[config.mk]
export PLATFORM = sky130hd
export DESIGN_NAME = pnw_status
export DESIGN_NICKNAME = d
export VERILOG_FILES = /design/src/hw/pnw_pkg.sv /design/src/hw/pnw_status.sv /design/src/hw/pnw_tally.sv
export SDC_FILE = /design/constraint.sdc
export NUM_CORES = 1
export LEC_CHECK = 0
export ABC_CLOCK_PERIOD_IN_PS = 2900
export BUFFER_PORTS_ARGS = -buffer_cell sky130_fd_sc_hd__buf_2
export CORE_UTILIZATION = 30
export DETAILED_ROUTE_END_ITERATION = 10
export PLACE_DENSITY = 0.54
export SLEW_MARGIN = 20
export SYNTH_ARGS = -nofsm -noshare
export SYNTH_HDL_FRONTEND = slang
export SYNTH_SLANG_ARGS = --single-unit
[constraint.sdc]
create_clock -name clk_sys -period 2.9 [get_ports clk_sys]
set_input_delay 0.58 -clock clk_sys [delete_from_list [all_inputs] [get_ports clk_sys]]
set_output_delay 0.58 -clock clk_sys [all_outputs]
set_load 0.02 [all_outputs]
[src/hw/pnw_pkg.sv]
// package: offsets, field positions and reset values of the partial wake status registers
package pnw_pkg;
    localparam logic [6:0] PNW_OFS_STATUS = 7'h60;
    localparam logic [6:0] PNW_OFS_ERRCNT = 7'h61;
    localparam logic [6:0] PNW_OFS_TIMING = 7'h63;
    localparam int PNW_BIT_LOCKED = 6;
    localparam int PNW_BIT_PATTERN = 5;
    localparam int PNW_BIT_FRAME = 4;
    localparam int PNW_BIT_QUIET = 3;
    localparam int PNW_BIT_ACTIVE = 2;
    localparam int PNW_MEAN_LSB = 4;
    localparam int PNW_TALLY_W = 6;
    localparam int PNW_MEAN_W = 12;
    localparam logic [15:0] PNW_RST_STATUS = 16'h0000;
    localparam logic [15:0] PNW_RST_ERRCNT = 16'h0000;
    localparam logic [15:0] PNW_RST_TIMING = 16'hA000;
    localparam logic [5:0] PNW_TALLY_OVF = 6'h20;
    localparam logic [2:0] PNW_MODE_NOACT = 3'h4;
    localparam int PNW_MODE_SELECT_BIT = 2;
endpackage

[src/hw/pnw_status.sv]
// partial network wake status register group
`timescale 1ns/1ps
module pnw_status (
    input wire logic clk_sys,
    input wire logic resetn,
    input wire logic soft_reset,
    input wire logic restart,
    input wire logic rd_strobe,
    input wire logic [6:0] rd_addr,
    output logic [15:0] rd_data,
    input wire logic frame_ok,
    input wire logic frame_error,
    input wire logic wake_pattern,
    input wire logic wake_frame,
    input wire logic silence_exceeded,
    input wire logic config_valid_flag,
    input wire logic [2:0] transceiver_mode,
    input wire logic mode_write,
    input wire logic mean_valid,
    input wire logic [pnw_pkg::PNW_MEAN_W-1:0] clocks_per_bit_mean,
    output logic system_fault_flag,
    output logic partial_wake_active,
    output logic can_wake_enable,
    output logic wake_request
);
    import pnw_pkg::*;

    // ---------------------------------------------------------------
    // register address decode
    // ---------------------------------------------------------------
    // one compare shared by the clear strobe, the read mux and the checks other than a_reserved_zero
    function automatic logic reg_hit(input logic [6:0] addr, input logic [6:0] ofs);
        return addr == ofs;
    endfunction
    wire sel_status = reg_hit(rd_addr, PNW_OFS_STATUS);
    wire sel_errcnt = reg_hit(rd_addr, PNW_OFS_ERRCNT);
    wire sel_timing = reg_hit(rd_addr, PNW_OFS_TIMING);

    // ---------------------------------------------------------------
    // input synchronisers for the pin-level quiet indication
    // ---------------------------------------------------------------
    logic quiet_meta_reg;
    logic quiet_sync_reg;
    always_ff @(posedge clk_sys or negedge resetn) begin
        if (!resetn) begin
            quiet_meta_reg <= 1'b0;
            quiet_sync_reg <= 1'b0;
        end else begin
            quiet_meta_reg <= silence_exceeded;
            quiet_sync_reg <= quiet_meta_reg;
        end
    end

    // ---------------------------------------------------------------
    // error tally
    // ---------------------------------------------------------------
    logic [PNW_TALLY_W-1:0] tally;
    logic overflow_pulse;
    pnw_tally pnw_tally_i (
        .clk_sys(clk_sys),
        .resetn(resetn),
        .soft_reset(soft_reset),
        .frame_error(frame_error),
        .frame_valid(frame_ok),
        .tally(tally),
        .overflow_pulse(overflow_pulse)
    );

    // ---------------------------------------------------------------
    // activation and fault
    // ---------------------------------------------------------------
    logic fault_reg;
    logic fault_next;
    logic armed_reg;
    logic armed_next;
    logic wake_en_reg;
    logic wake_en_next;
    wire mode_ok = transceiver_mode[PNW_MODE_SELECT_BIT];
    wire mode_trigger = mode_write && (transceiver_mode != PNW_MODE_NOACT);
    wire active_now = armed_reg && !fault_reg && config_valid_flag && mode_ok;

    assign fault_next = fault_reg || overflow_pulse;
    // overflow drops the function even if a mode write lands the same cycle
    assign armed_next = overflow_pulse ? 1'b0 :
                        mode_trigger ? 1'b1 : armed_reg;
    assign wake_en_next = wake_en_reg || overflow_pulse;

    always_ff @(posedge clk_sys or negedge resetn) begin
        if (!resetn) begin
            fault_reg <= 1'b0;
            armed_reg <= 1'b0;
            wake_en_reg <= 1'b0;
        end else if (soft_reset) begin
            fault_reg <= 1'b0;
            armed_reg <= 1'b0;
            wake_en_reg <= 1'b0;
        end else begin
            fault_reg <= fault_next;
            armed_reg <= armed_next;
            wake_en_reg <= wake_en_next;
        end
    end

    assign system_fault_flag = fault_reg;
    assign partial_wake_active = active_now;
    assign can_wake_enable = wake_en_reg;
    // plain wake capability answers the next pattern once selective wake is gone
    assign wake_request = wake_en_reg && wake_pattern;

    // ---------------------------------------------------------------
    // status flags
    // ---------------------------------------------------------------
    logic locked_reg;
    logic locked_next;
    logic pattern_reg;
    logic pattern_next;
    logic frame_reg;
    logic frame_next;
    logic [PNW_MEAN_W-1:0] mean_reg;
    logic [PNW_MEAN_W-1:0] mean_next;
    wire rd_status = rd_strobe && sel_status;

    // lock is lost as soon as the function stops running
    assign locked_next = !active_now ? 1'b0 :
                         (frame_ok && !frame_error) ? 1'b1 : locked_reg;
    // set beats the clearing read so no event is dropped
    assign pattern_next = wake_pattern ? 1'b1 : (rd_status ? 1'b0 : pattern_reg);
    assign frame_next = wake_frame ? 1'b1 : (rd_status ? 1'b0 : frame_reg);
    assign mean_next = mean_valid ? clocks_per_bit_mean : mean_reg;

    // restart is not listed in the reset branch: flags simply hold
    always_ff @(posedge clk_sys or negedge resetn) begin
        if (!resetn) begin
            locked_reg <= PNW_RST_STATUS[PNW_BIT_LOCKED];
            pattern_reg <= PNW_RST_STATUS[PNW_BIT_PATTERN];
            frame_reg <= PNW_RST_STATUS[PNW_BIT_FRAME];
            mean_reg <= PNW_RST_TIMING[15:PNW_MEAN_LSB];
        end else if (soft_reset) begin
            locked_reg <= PNW_RST_STATUS[PNW_BIT_LOCKED];
            pattern_reg <= PNW_RST_STATUS[PNW_BIT_PATTERN];
            frame_reg <= PNW_RST_STATUS[PNW_BIT_FRAME];
            mean_reg <= PNW_RST_TIMING[15:PNW_MEAN_LSB];
        end else begin
            locked_reg <= locked_next;
            pattern_reg <= pattern_next;
            frame_reg <= frame_next;
            mean_reg <= mean_next;
        end
    end

    // ---------------------------------------------------------------
    // read decode; reserved bits are constant zero
    // ---------------------------------------------------------------
    wire [15:0] status_word = {9'h000, locked_reg, pattern_reg, frame_reg,
                               quiet_sync_reg && active_now, active_now, 2'h0};
    wire [15:0] tally_word = {10'h000, tally};
    wire [15:0] timing_word = {mean_reg, 4'h0};
    wire [15:0] rd_mux = sel_status ? status_word :
                         sel_errcnt ? tally_word :
                         sel_timing ? timing_word : 16'h0000;
    logic [15:0] rd_data_reg;

    always_ff @(posedge clk_sys or negedge resetn) begin
        if (!resetn) begin
            rd_data_reg <= 16'h0000;
        end else if (rd_strobe) begin
            rd_data_reg <= rd_mux;
        end
    end
    assign rd_data = rd_data_reg;

    // ---------------------------------------------------------------
    // checks
    // ---------------------------------------------------------------
    a_lock_needs_active: assert property (@(posedge clk_sys) disable iff (!resetn)
        locked_reg |-> $past(active_now))
        else $error("lock set without active function");
    a_pattern_sets: assert property (@(posedge clk_sys) disable iff (!resetn)
        (wake_pattern && !soft_reset) |=> pattern_reg)
        else $error("pattern flag not set");
    a_frame_read_clear: assert property (@(posedge clk_sys) disable iff (!resetn)
        (rd_status && frame_reg && !wake_frame && !soft_reset) |=> !frame_reg)
        else $error("frame flag not cleared by read");
    a_quiet_gated: assert property (@(posedge clk_sys) disable iff (!resetn)
        status_word[PNW_BIT_QUIET] |-> active_now)
        else $error("quiet flag while inactive");
    a_active_terms: assert property (@(posedge clk_sys) disable iff (!resetn)
        partial_wake_active |-> (!fault_reg && config_valid_flag && mode_ok))
        else $error("active without its conditions");
    a_mode_noact: assert property (@(posedge clk_sys) disable iff (!resetn)
        (!armed_reg && mode_write && transceiver_mode == PNW_MODE_NOACT && !overflow_pulse)
        |=> !armed_reg)
        else $error("code 100 armed the function");
    a_reserved_zero: assert property (@(posedge clk_sys) disable iff (!resetn)
        (rd_strobe && rd_addr == PNW_OFS_TIMING) |=> rd_data[3:0] == 4'h0)
        else $error("reserved timing bits nonzero");
    a_overflow_fault: assert property (@(posedge clk_sys) disable iff (!resetn)
        (overflow_pulse && !soft_reset) |=> (fault_reg && !armed_reg && wake_en_reg))
        else $error("overflow did not disable function");
    a_read_preclear: assert property (@(posedge clk_sys) disable iff (!resetn)
        (rd_status && pattern_reg) |=> rd_data[PNW_BIT_PATTERN])
        else $error("read lost pattern flag");

    // ---------------------------------------------------------------
    // checks: lock, flags and read-clear
    // ---------------------------------------------------------------
    a_lock_sets: assert property (@(posedge clk_sys) disable iff (!resetn)
        (active_now && frame_ok && !frame_error && !soft_reset)
        |=> locked_reg)
        else $error("lock not taken on clean frame");
    a_lock_drops: assert property (@(posedge clk_sys) disable iff (!resetn)
        !active_now
        |=> !locked_reg)
        else $error("lock kept while inactive");
    a_error_no_lock: assert property (@(posedge clk_sys) disable iff (!resetn)
        (!locked_reg && frame_error)
        |=> !locked_reg)
        else $error("lock taken on a bad frame");
    a_pattern_read_clear: assert property (@(posedge clk_sys) disable iff (!resetn)
        (rd_status && pattern_reg && !wake_pattern)
        |=> !pattern_reg)
        else $error("pattern flag not cleared by read");
    a_frame_sets: assert property (@(posedge clk_sys) disable iff (!resetn)
        (wake_frame && !soft_reset)
        |=> frame_reg)
        else $error("frame flag not set");
    a_frame_preclear: assert property (@(posedge clk_sys) disable iff (!resetn)
        (rd_status && frame_reg)
        |=> rd_data[PNW_BIT_FRAME])
        else $error("read lost frame flag");
    a_set_beats_clear: assert property (@(posedge clk_sys) disable iff (!resetn)
        (rd_status && wake_frame && !soft_reset)
        |=> frame_reg)
        else $error("frame event lost under read");

    // ---------------------------------------------------------------
    // checks: activation, quiet time and overflow
    // ---------------------------------------------------------------
    // the synchroniser needs two cycles after reset before it tracks the pin
    a_quiet_follows: assert property (@(posedge clk_sys) disable iff (!resetn)
        (active_now && $past(resetn, 2))
        |-> status_word[PNW_BIT_QUIET] == $past(silence_exceeded, 2))
        else $error("quiet flag does not follow pin");
    a_mode_arms: assert property (@(posedge clk_sys) disable iff (!resetn)
        (mode_trigger && !overflow_pulse && !soft_reset)
        |=> armed_reg)
        else $error("mode change did not arm the function");
    a_fault_blocks: assert property (@(posedge clk_sys) disable iff (!resetn)
        (overflow_pulse && !soft_reset)
        |=> !partial_wake_active)
        else $error("function active after overflow");
    a_overflow_unlocks: assert property (@(posedge clk_sys) disable iff (!resetn)
        (overflow_pulse && !soft_reset)
        |=> ##1 !locked_reg)
        else $error("lock kept after overflow");
    a_fault_sticky: assert property (@(posedge clk_sys) disable iff (!resetn)
        (fault_reg && !soft_reset)
        |=> system_fault_flag)
        else $error("fault flag dropped without reset");
    a_wake_en_sticky: assert property (@(posedge clk_sys) disable iff (!resetn)
        (wake_en_reg && !soft_reset)
        |=> can_wake_enable)
        else $error("wake capability dropped without reset");

    // ---------------------------------------------------------------
    // checks: reset, restart and read data
    // ---------------------------------------------------------------
    // restart keeps every field and forces nothing; reserved bits are constant zero anyway
    a_soft_reset_clears: assert property (@(posedge clk_sys) disable iff (!resetn)
        soft_reset
        |=> (!locked_reg && !pattern_reg && !frame_reg && !fault_reg && !armed_reg
             && tally == '0))
        else $error("soft reset left state behind");
    a_timing_reset: assert property (@(posedge clk_sys) disable iff (!resetn)
        soft_reset
        |=> mean_reg == PNW_RST_TIMING[15:PNW_MEAN_LSB])
        else $error("timing mean not reset");
    a_restart_tally: assert property (@(posedge clk_sys) disable iff (!resetn)
        (restart && !soft_reset && !frame_error && !frame_ok)
        |=> tally == $past(tally))
        else $error("restart changed the tally");
    a_restart_mean: assert property (@(posedge clk_sys) disable iff (!resetn)
        (restart && !soft_reset && !mean_valid)
        |=> mean_reg == $past(mean_reg))
        else $error("restart changed the timing mean");
    a_restart_flags: assert property (@(posedge clk_sys) disable iff (!resetn)
        (restart && !soft_reset && !wake_pattern && !wake_frame && !rd_status)
        |=> (pattern_reg == $past(pattern_reg)
             && frame_reg == $past(frame_reg)))
        else $error("restart changed a status flag");
    a_status_reserved: assert property (@(posedge clk_sys) disable iff (!resetn)
        (rd_strobe && sel_status)
        |=> (rd_data[15:7] == 9'h000 && rd_data[1:0] == 2'h0))
        else $error("reserved status bits nonzero");
    a_tally_reserved: assert property (@(posedge clk_sys) disable iff (!resetn)
        (rd_strobe && sel_errcnt)
        |=> rd_data[15:PNW_TALLY_W] == '0)
        else $error("reserved tally bits nonzero");
    a_tally_readback: assert property (@(posedge clk_sys) disable iff (!resetn)
        (rd_strobe && sel_errcnt)
        |=> rd_data[PNW_TALLY_W-1:0] == $past(tally))
        else $error("tally read back wrong");
    a_timing_readback: assert property (@(posedge clk_sys) disable iff (!resetn)
        (rd_strobe && sel_timing)
        |=> rd_data[15:PNW_MEAN_LSB] == $past(mean_reg))
        else $error("timing mean read back wrong");
    a_mean_loads: assert property (@(posedge clk_sys) disable iff (!resetn)
        (mean_valid && !soft_reset)
        |=> mean_reg == $past(clocks_per_bit_mean))
        else $error("timing mean not loaded");
    a_unmapped_zero: assert property (@(posedge clk_sys) disable iff (!resetn)
        (rd_strobe && !sel_status && !sel_errcnt && !sel_timing)
        |=> rd_data == 16'h0000)
        else $error("unmapped read not zero");
    a_data_holds: assert property (@(posedge clk_sys) disable iff (!resetn)
        !rd_strobe
        |=> $stable(rd_data))
        else $error("read data changed without a read");

    // ---------------------------------------------------------------
    // covers
    // ---------------------------------------------------------------
    c_overflow: cover property (@(posedge clk_sys) overflow_pulse);
    c_locked: cover property (@(posedge clk_sys) locked_reg && rd_status);
    c_set_clear_same: cover property (@(posedge clk_sys) rd_status && wake_frame);
    c_restart_hold: cover property (@(posedge clk_sys) restart && pattern_reg);
    c_quiet_read: cover property (@(posedge clk_sys) rd_status && status_word[PNW_BIT_QUIET]);
endmodule

[src/hw/pnw_tally.sv]
// frame error tally with overflow detection
`timescale 1ns/1ps
module pnw_tally (
    input wire logic clk_sys,
    input wire logic resetn,
    input wire logic soft_reset,
    input wire logic frame_error,
    input wire logic frame_valid,
    output logic [pnw_pkg::PNW_TALLY_W-1:0] tally,
    output logic overflow_pulse
);
    import pnw_pkg::*;
    logic [PNW_TALLY_W-1:0] tally_reg;
    logic [PNW_TALLY_W-1:0] tally_next;
    wire at_ovf = (tally_reg == PNW_TALLY_OVF);
    wire do_inc = frame_error && !at_ovf;
    wire do_dec = frame_valid && !frame_error && (tally_reg != '0) && !at_ovf;

    // tally sticks at overflow until a reset; an error wins over a valid frame
    assign tally_next = do_inc ? tally_reg + 6'h01 :
                        do_dec ? tally_reg - 6'h01 : tally_reg;
    assign overflow_pulse = do_inc && (tally_reg == PNW_TALLY_OVF - 6'h01);
    assign tally = tally_reg;

    always_ff @(posedge clk_sys or negedge resetn) begin
        if (!resetn) begin
            tally_reg <= PNW_RST_ERRCNT[PNW_TALLY_W-1:0];
        end else if (soft_reset) begin
            tally_reg <= PNW_RST_ERRCNT[PNW_TALLY_W-1:0];
        end else begin
            tally_reg <= tally_next;
        end
    end

    a_tally_inc: assert property (@(posedge clk_sys) disable iff (!resetn)
        (frame_error && !at_ovf && !soft_reset)
        |=> tally_reg == $past(tally_reg) + 6'h01)
        else $error("tally did not increment");
    a_tally_dec: assert property (@(posedge clk_sys) disable iff (!resetn)
        (frame_valid && !frame_error && !soft_reset && tally_reg != 6'h00 && !at_ovf)
        |=> tally_reg == $past(tally_reg) - 6'h01)
        else $error("tally did not decrement");
    a_tally_sticky: assert property (@(posedge clk_sys) disable iff (!resetn)
        (at_ovf && !soft_reset) |=> at_ovf)
        else $error("tally left overflow");
endmodule

* Word level (Yosys, flattened, before mapping)
Cells that the tools add are included.
Cells by class: multiplexer cells 21, eq/ne operators 7, reduce and logical (&&, ||, !) cells 23, add/subtract/negate cells 2
Operator list (number):
- 16-bit two-way mux | 3
- 12-bit two-way mux | 2
- 7-bit == test, second input constant | 3
- 6-bit two-way mux | 3
- 1-bit two-way mux | 13
- 1-bit logical AND | 12
- 3-bit nonzero test | 4
- 6-bit by 1-bit adder with 6-bit output, second input constant | 1
- 6-bit by 5-bit == test with 1-bit output, second input constant | 1
- 6-bit == test, second input constant | 1
- 6-bit nonzero test | 1
- 6-bit by 1-bit subtractor with 6-bit output, second input constant | 1
- 1-bit logical NOT | 3
- 3-bit by 2-bit inequality test with 1-bit output, second input constant | 1
- 3-bit inequality test, second input constant | 1
- 1-bit logical OR | 2
- 2-bit nonzero test | 1
Word-level totals: flip-flop bits (word level) 42, word-level logic and storage cells 64, output and inout bits 20

* Depth between registers and ports, before layout
depth in word-level cells 7, depth in mapped cells 9, mapped depth without buffers 9

* Modules after synthesis
Synthesis repeated with hierarchy kept, for this count alone.
Second synthesis, totals: cell total of the unflattened synthesis 169, area, all modules 1965.6 um2
By module, submodules not included:
- pnw_status | area an instance 1457.6 um2, times used 1, cells an instance 118
- pnw_tally | area an instance 508.0 um2, times used 1, cells an instance 51

* Least setup slack after synthesis
No wires, ideal clock.
path kind flip-flop to flip-flop, from register pnw_tally_i.tally_reg[1] (netlist: pnw_tally_i.tally[1]), to register pnw_tally_i.tally_reg[5] (netlist: pnw_tally_i.tally[5]), slack 303 ps, arrival time 2503 ps, buffers on the path 0, setup time 94 ps, required time 2806 ps, cell stages (with the launch flop) 9, cell sequence dfrtp_1 > or4_4 > o31ai_4 > ha_1 > a211oi_1 > o21ai_0 > nand2_1 > mux2_2 > a211oi_1
On the way: longest elaborated chain between the ends 5, elaborated cells on any way between the ends 12
Ends and longest elaborated chain:
- start, declared | RTL line pnw_tally.sv:13 | logic [PNW_TALLY_W-1:0] tally_reg;
- start signal, assigned | RTL line pnw_tally.sv:27 | tally_reg <= PNW_RST_ERRCNT[PNW_TALLY_W-1:0];
- start signal, assigned | RTL line pnw_tally.sv:29 | tally_reg <= PNW_RST_ERRCNT[PNW_TALLY_W-1:0];
- start signal, assigned | RTL line pnw_tally.sv:31 | tally_reg <= tally_next;
- parallel branches: the longest is 5 deep, another holds 6-bit by 1-bit subtractor with 6-bit output
Parallel ways; which one is timed is not known. The select of a mux whose other input is x is not followed. A chain may end at the register's enable or synchronous reset.

* Worst setup path in the final report
Same ends and word-level chain as after synthesis.

==> metrics.txt <==
outcome=completed; combinational family with the most area after synthesis=compound AO/OA/AOI/OAI gates; VDD IR-drop max=0.201 mV; clock network latency to the later pin of the worst-skew pair=0.28 ns; xor/xnor cell area share of the yosys netlist=0.0136; maximum achievable frequency=0.368 GHz; DRC Markers=0; share of flip-flops with an asynchronous set or reset=1.00; wire length of the first global-routing pass=6.58 mm; total global routing track utilization=0.129; IO Port Bufs=53; post-layout minimum cycle time=2.72 ns; antenna-violating nets left=0; Post-Synth Simple-Gate Area=0.122; Floorplan Core Area=0.00606 sq mm; total standard cell area after synthesis=0.00193 sq mm; worst reg2reg startpoint=pnw_tally_i.tally[1]; Final GP Congestion=0.768; number of warnings reported in the yosys synthesis log=0; GR Overflow Total=0; Final period util=0.937; die height=82.2 microns; share of cells above drive strength 1=0.332; Placement Rows=28; area added between synthesis and finish=24.6%; IO Count=55; DR iter-0 viols=43; delay of the slowest cell on the worst path=0.56 ns; total number of vias=1468; CTS clk-pin slew, worst paths=0.08 ns; summed negative setup slack over all endpoints=0 ns; number of cells on the worst reg-to-reg path=8; kind of end point of the critical path=flop; Worst Path Arrival=2.91 ns; sequential area share after synthesis=0.546; hold path start=quiet_meta_reg; crit-path leading delay family=simple AND/OR/NAND/NOR gates; drt first pass iters=4; FF+latch area=0.00105 sq mm; net count after synthesis=211; number of diodes added for antenna fixing=0; wire length per cell=13.3 microns; largest fanout on the critical path=6; CP Data Required Time=3.09 ns; flip-flop cell with the highest count after synthesis=sky130_fd_sc_hd__dfrtp_1; max_cap viols=0; slowest cell on the critical path=sky130_fd_sc_hd__or4_4; vias in the first global route=1286; worst hold stages=0; Power Density=640 mW/mm^2; total of hold buffers inserted after clock tree synthesis=0; syn_area_per_cell=11.3 sq um; overall die width=82.2 microns; DPL Wire Length=2.93 mm; number of clock sinks=42; via/cell ratio=4.78; number of antenna violations at the first check in global routing=0; worst relative slew slack=0.388; Clock Skew=0.00301 ns; H-Tree Level Count=2; buffer levels on the longest clock path=2; total CTS buffers=5; Critical Path, Cell by Cell=or4_4, o31ai_4, buf_4, ha_1, or2_2, nand2_1, mux2_2, a211oi_1; actual slew at the worst max-slew pin=0.919 ns; Largest register FFs=16; Post-Synth Adder-Cell Area=0.0363; Post-Syn Instances=171; FF+latch count, synth=42; TritonCTS clock tree=yes; worst slack at placement=0.145 ns; number of different library cells in the post-synthesis netlist=40; Buf/Inv on CP=1; number of endpoints with negative hold slack in the final report=0; leakage power of the design=1.26 nW; number of flops mapped to enable cells by yosys=0; maximum number of pins on one net before global-route repair=43; post-layout worst setup margin=0.183 ns; share of cell area taken by muxes after synthesis=0.0811; unrepaired setup endpoints after global routing=no; setup violation total in the final timing report=0; cell at the root of the clock tree=sky130_fd_sc_hd__clkbuf_8; worst-case register-to-register setup slack=0.18 ns; Final Max Slew Viols=0; area taken by multi-input logic gates=811 sq um; final wirelength=4.09 mm; initial cell density of the core=0.318; Worst Hold Endpoint=quiet_sync_reg; endpoint of the worst register-to-register path=pnw_tally_i.tally[5]; worst setup path category=reg2reg; path category of the worst min-delay check=reg2reg; synthesized-area fraction occupied by ao, oa, aoi and oai cells=0.167; startpoint type of the worst setup path=flop; die footprint=0.00676 sq mm; fillers=618; number of nets in the finished design=271
cell families after synthesis:
| family | count (synthesis) |
|---|---|
| fa+ha+maj | 5 |
| xor+xnor | 3 |
| buf+inv | 17 |
| simple gates | 47 |
| flops | 42 |
| mux | 15 |
| compound gates | 42 |
worst max path at each step:
stage	slack (ns)	depth (start not counted)	to	start
finish	0.18	8	pnw_tally_i.tally[5]	pnw_tally_i.tally[1]
global route	0.01	8	pnw_tally_i.tally[5]	pnw_tally_i.tally[1]
CTS	0.14	8	pnw_tally_i.tally[5]	pnw_tally_i.tally[1]
detailed placement	0.15	8	pnw_tally_i.tally[5]	pnw_tally_i.tally[1]
global placement	0.17	8	pnw_tally_i.tally[5]	pnw_tally_i.tally[1]
floorplan	0.30	8	pnw_tally_i.tally[5]	pnw_tally_i.tally[1]
routing by layer:
layer,up-vias,share of wire,wire (microns),global-route usage
li1,736,-,-,-
met5,-,0,0,0
met2,32,0.45,1840,0.184
met1,698,0.51,2090,0.197
met3,2,0.032,129,0.0231
met4,0,0.0047,19,0.0368
layout make-up:
cell class	count	share of cell area
Inverter	11	0.0172
Clock inverter	2	0.00520
Timing Repair Buffer	59	0.129
Sequential cell	42	0.438
Multi-Input combinational cell	112	0.337
Clock buffer	6	0.0343
Tap cell	75	0.0390
cells in the mapped netlist, types with 2 or more instances:
master,count,area (sq um)
sky130_fd_sc_hd__nand2_1,6,22.5
sky130_fd_sc_hd__a21o_1,3,22.5
sky130_fd_sc_hd__mux2_1,2,22.5
sky130_fd_sc_hd__o21ai_0,4,20.0
sky130_fd_sc_hd__nor2_1,22,82.6
sky130_fd_sc_hd__a211oi_1,3,22.5
sky130_fd_sc_hd__a211o_1,2,17.5
sky130_fd_sc_hd__a21oi_1,8,40.0
sky130_fd_sc_hd__mux2_2,3,33.8
sky130_fd_sc_hd__dfstp_2,2,52.6
sky130_fd_sc_hd__clkbuf_1,3,11.3
sky130_fd_sc_hd__nor3_1,2,10.0
sky130_fd_sc_hd__nor2b_1,3,18.8
sky130_fd_sc_hd__a22oi_1,2,15.0
sky130_fd_sc_hd__dfrtp_1,40,1000
sky130_fd_sc_hd__o2bb2ai_1,2,17.5
sky130_fd_sc_hd__inv_1,11,41.3
sky130_fd_sc_hd__nand3_1,2,10.0
sky130_fd_sc_hd__xnor2_1,2,17.5
sky130_fd_sc_hd__mux2i_1,10,100
sky130_fd_sc_hd__a22o_1,14,123
sky130_fd_sc_hd__nand4_1,3,18.8
sky130_fd_sc_hd__ha_1,4,50.1
sky130_fd_sc_hd__buf_1,2,7.51
where the power goes:
group	internal (W)	leakage (nW)	total, W	switching (W)
sequential	0.000637	0.558	0.000677	0.0000405
combinational	0.000232	0.652	0.000477	0.000246
clock	0.000191	0.0472	0.000385	0.000194
cells in the final DEF, fill, tap and decap left out, drive strengths merged, types with 3 or more instances in the layout:
master and n:
nor2b 3, nand2 7, buf 59, a22o 14, nand4 3, inv 11
mux2i 10, clkbuf 6, a211oi 3, a21o 3, ha 4, mux2 5
a21oi 8, o21ai 5, dfrtp 40, nor2 23
metrics by stage:
stage	total power (W)	hold slack, ns	area (sq um)	utilization	std cells
global route	0.00165	0.368	2400	0.397	307
finish	0.00154	0.353	2400	0.397	307
global placement	0.00116	0.334	2290	0.377	296
detailed placement	0.00116	0.337	2290	0.377	296
floorplan	0.00102	0.284	1930	-	171
CTS	0.00155	0.356	2380	0.393	304
repair_timing:
item | 4_1_cts | 5_1_grt
endpoints found under the setup margin | 0 | 1
gates resized for setup | 0 | 1
buffers inserted | 0 | 3
Power figures use the tool's default switching activity.
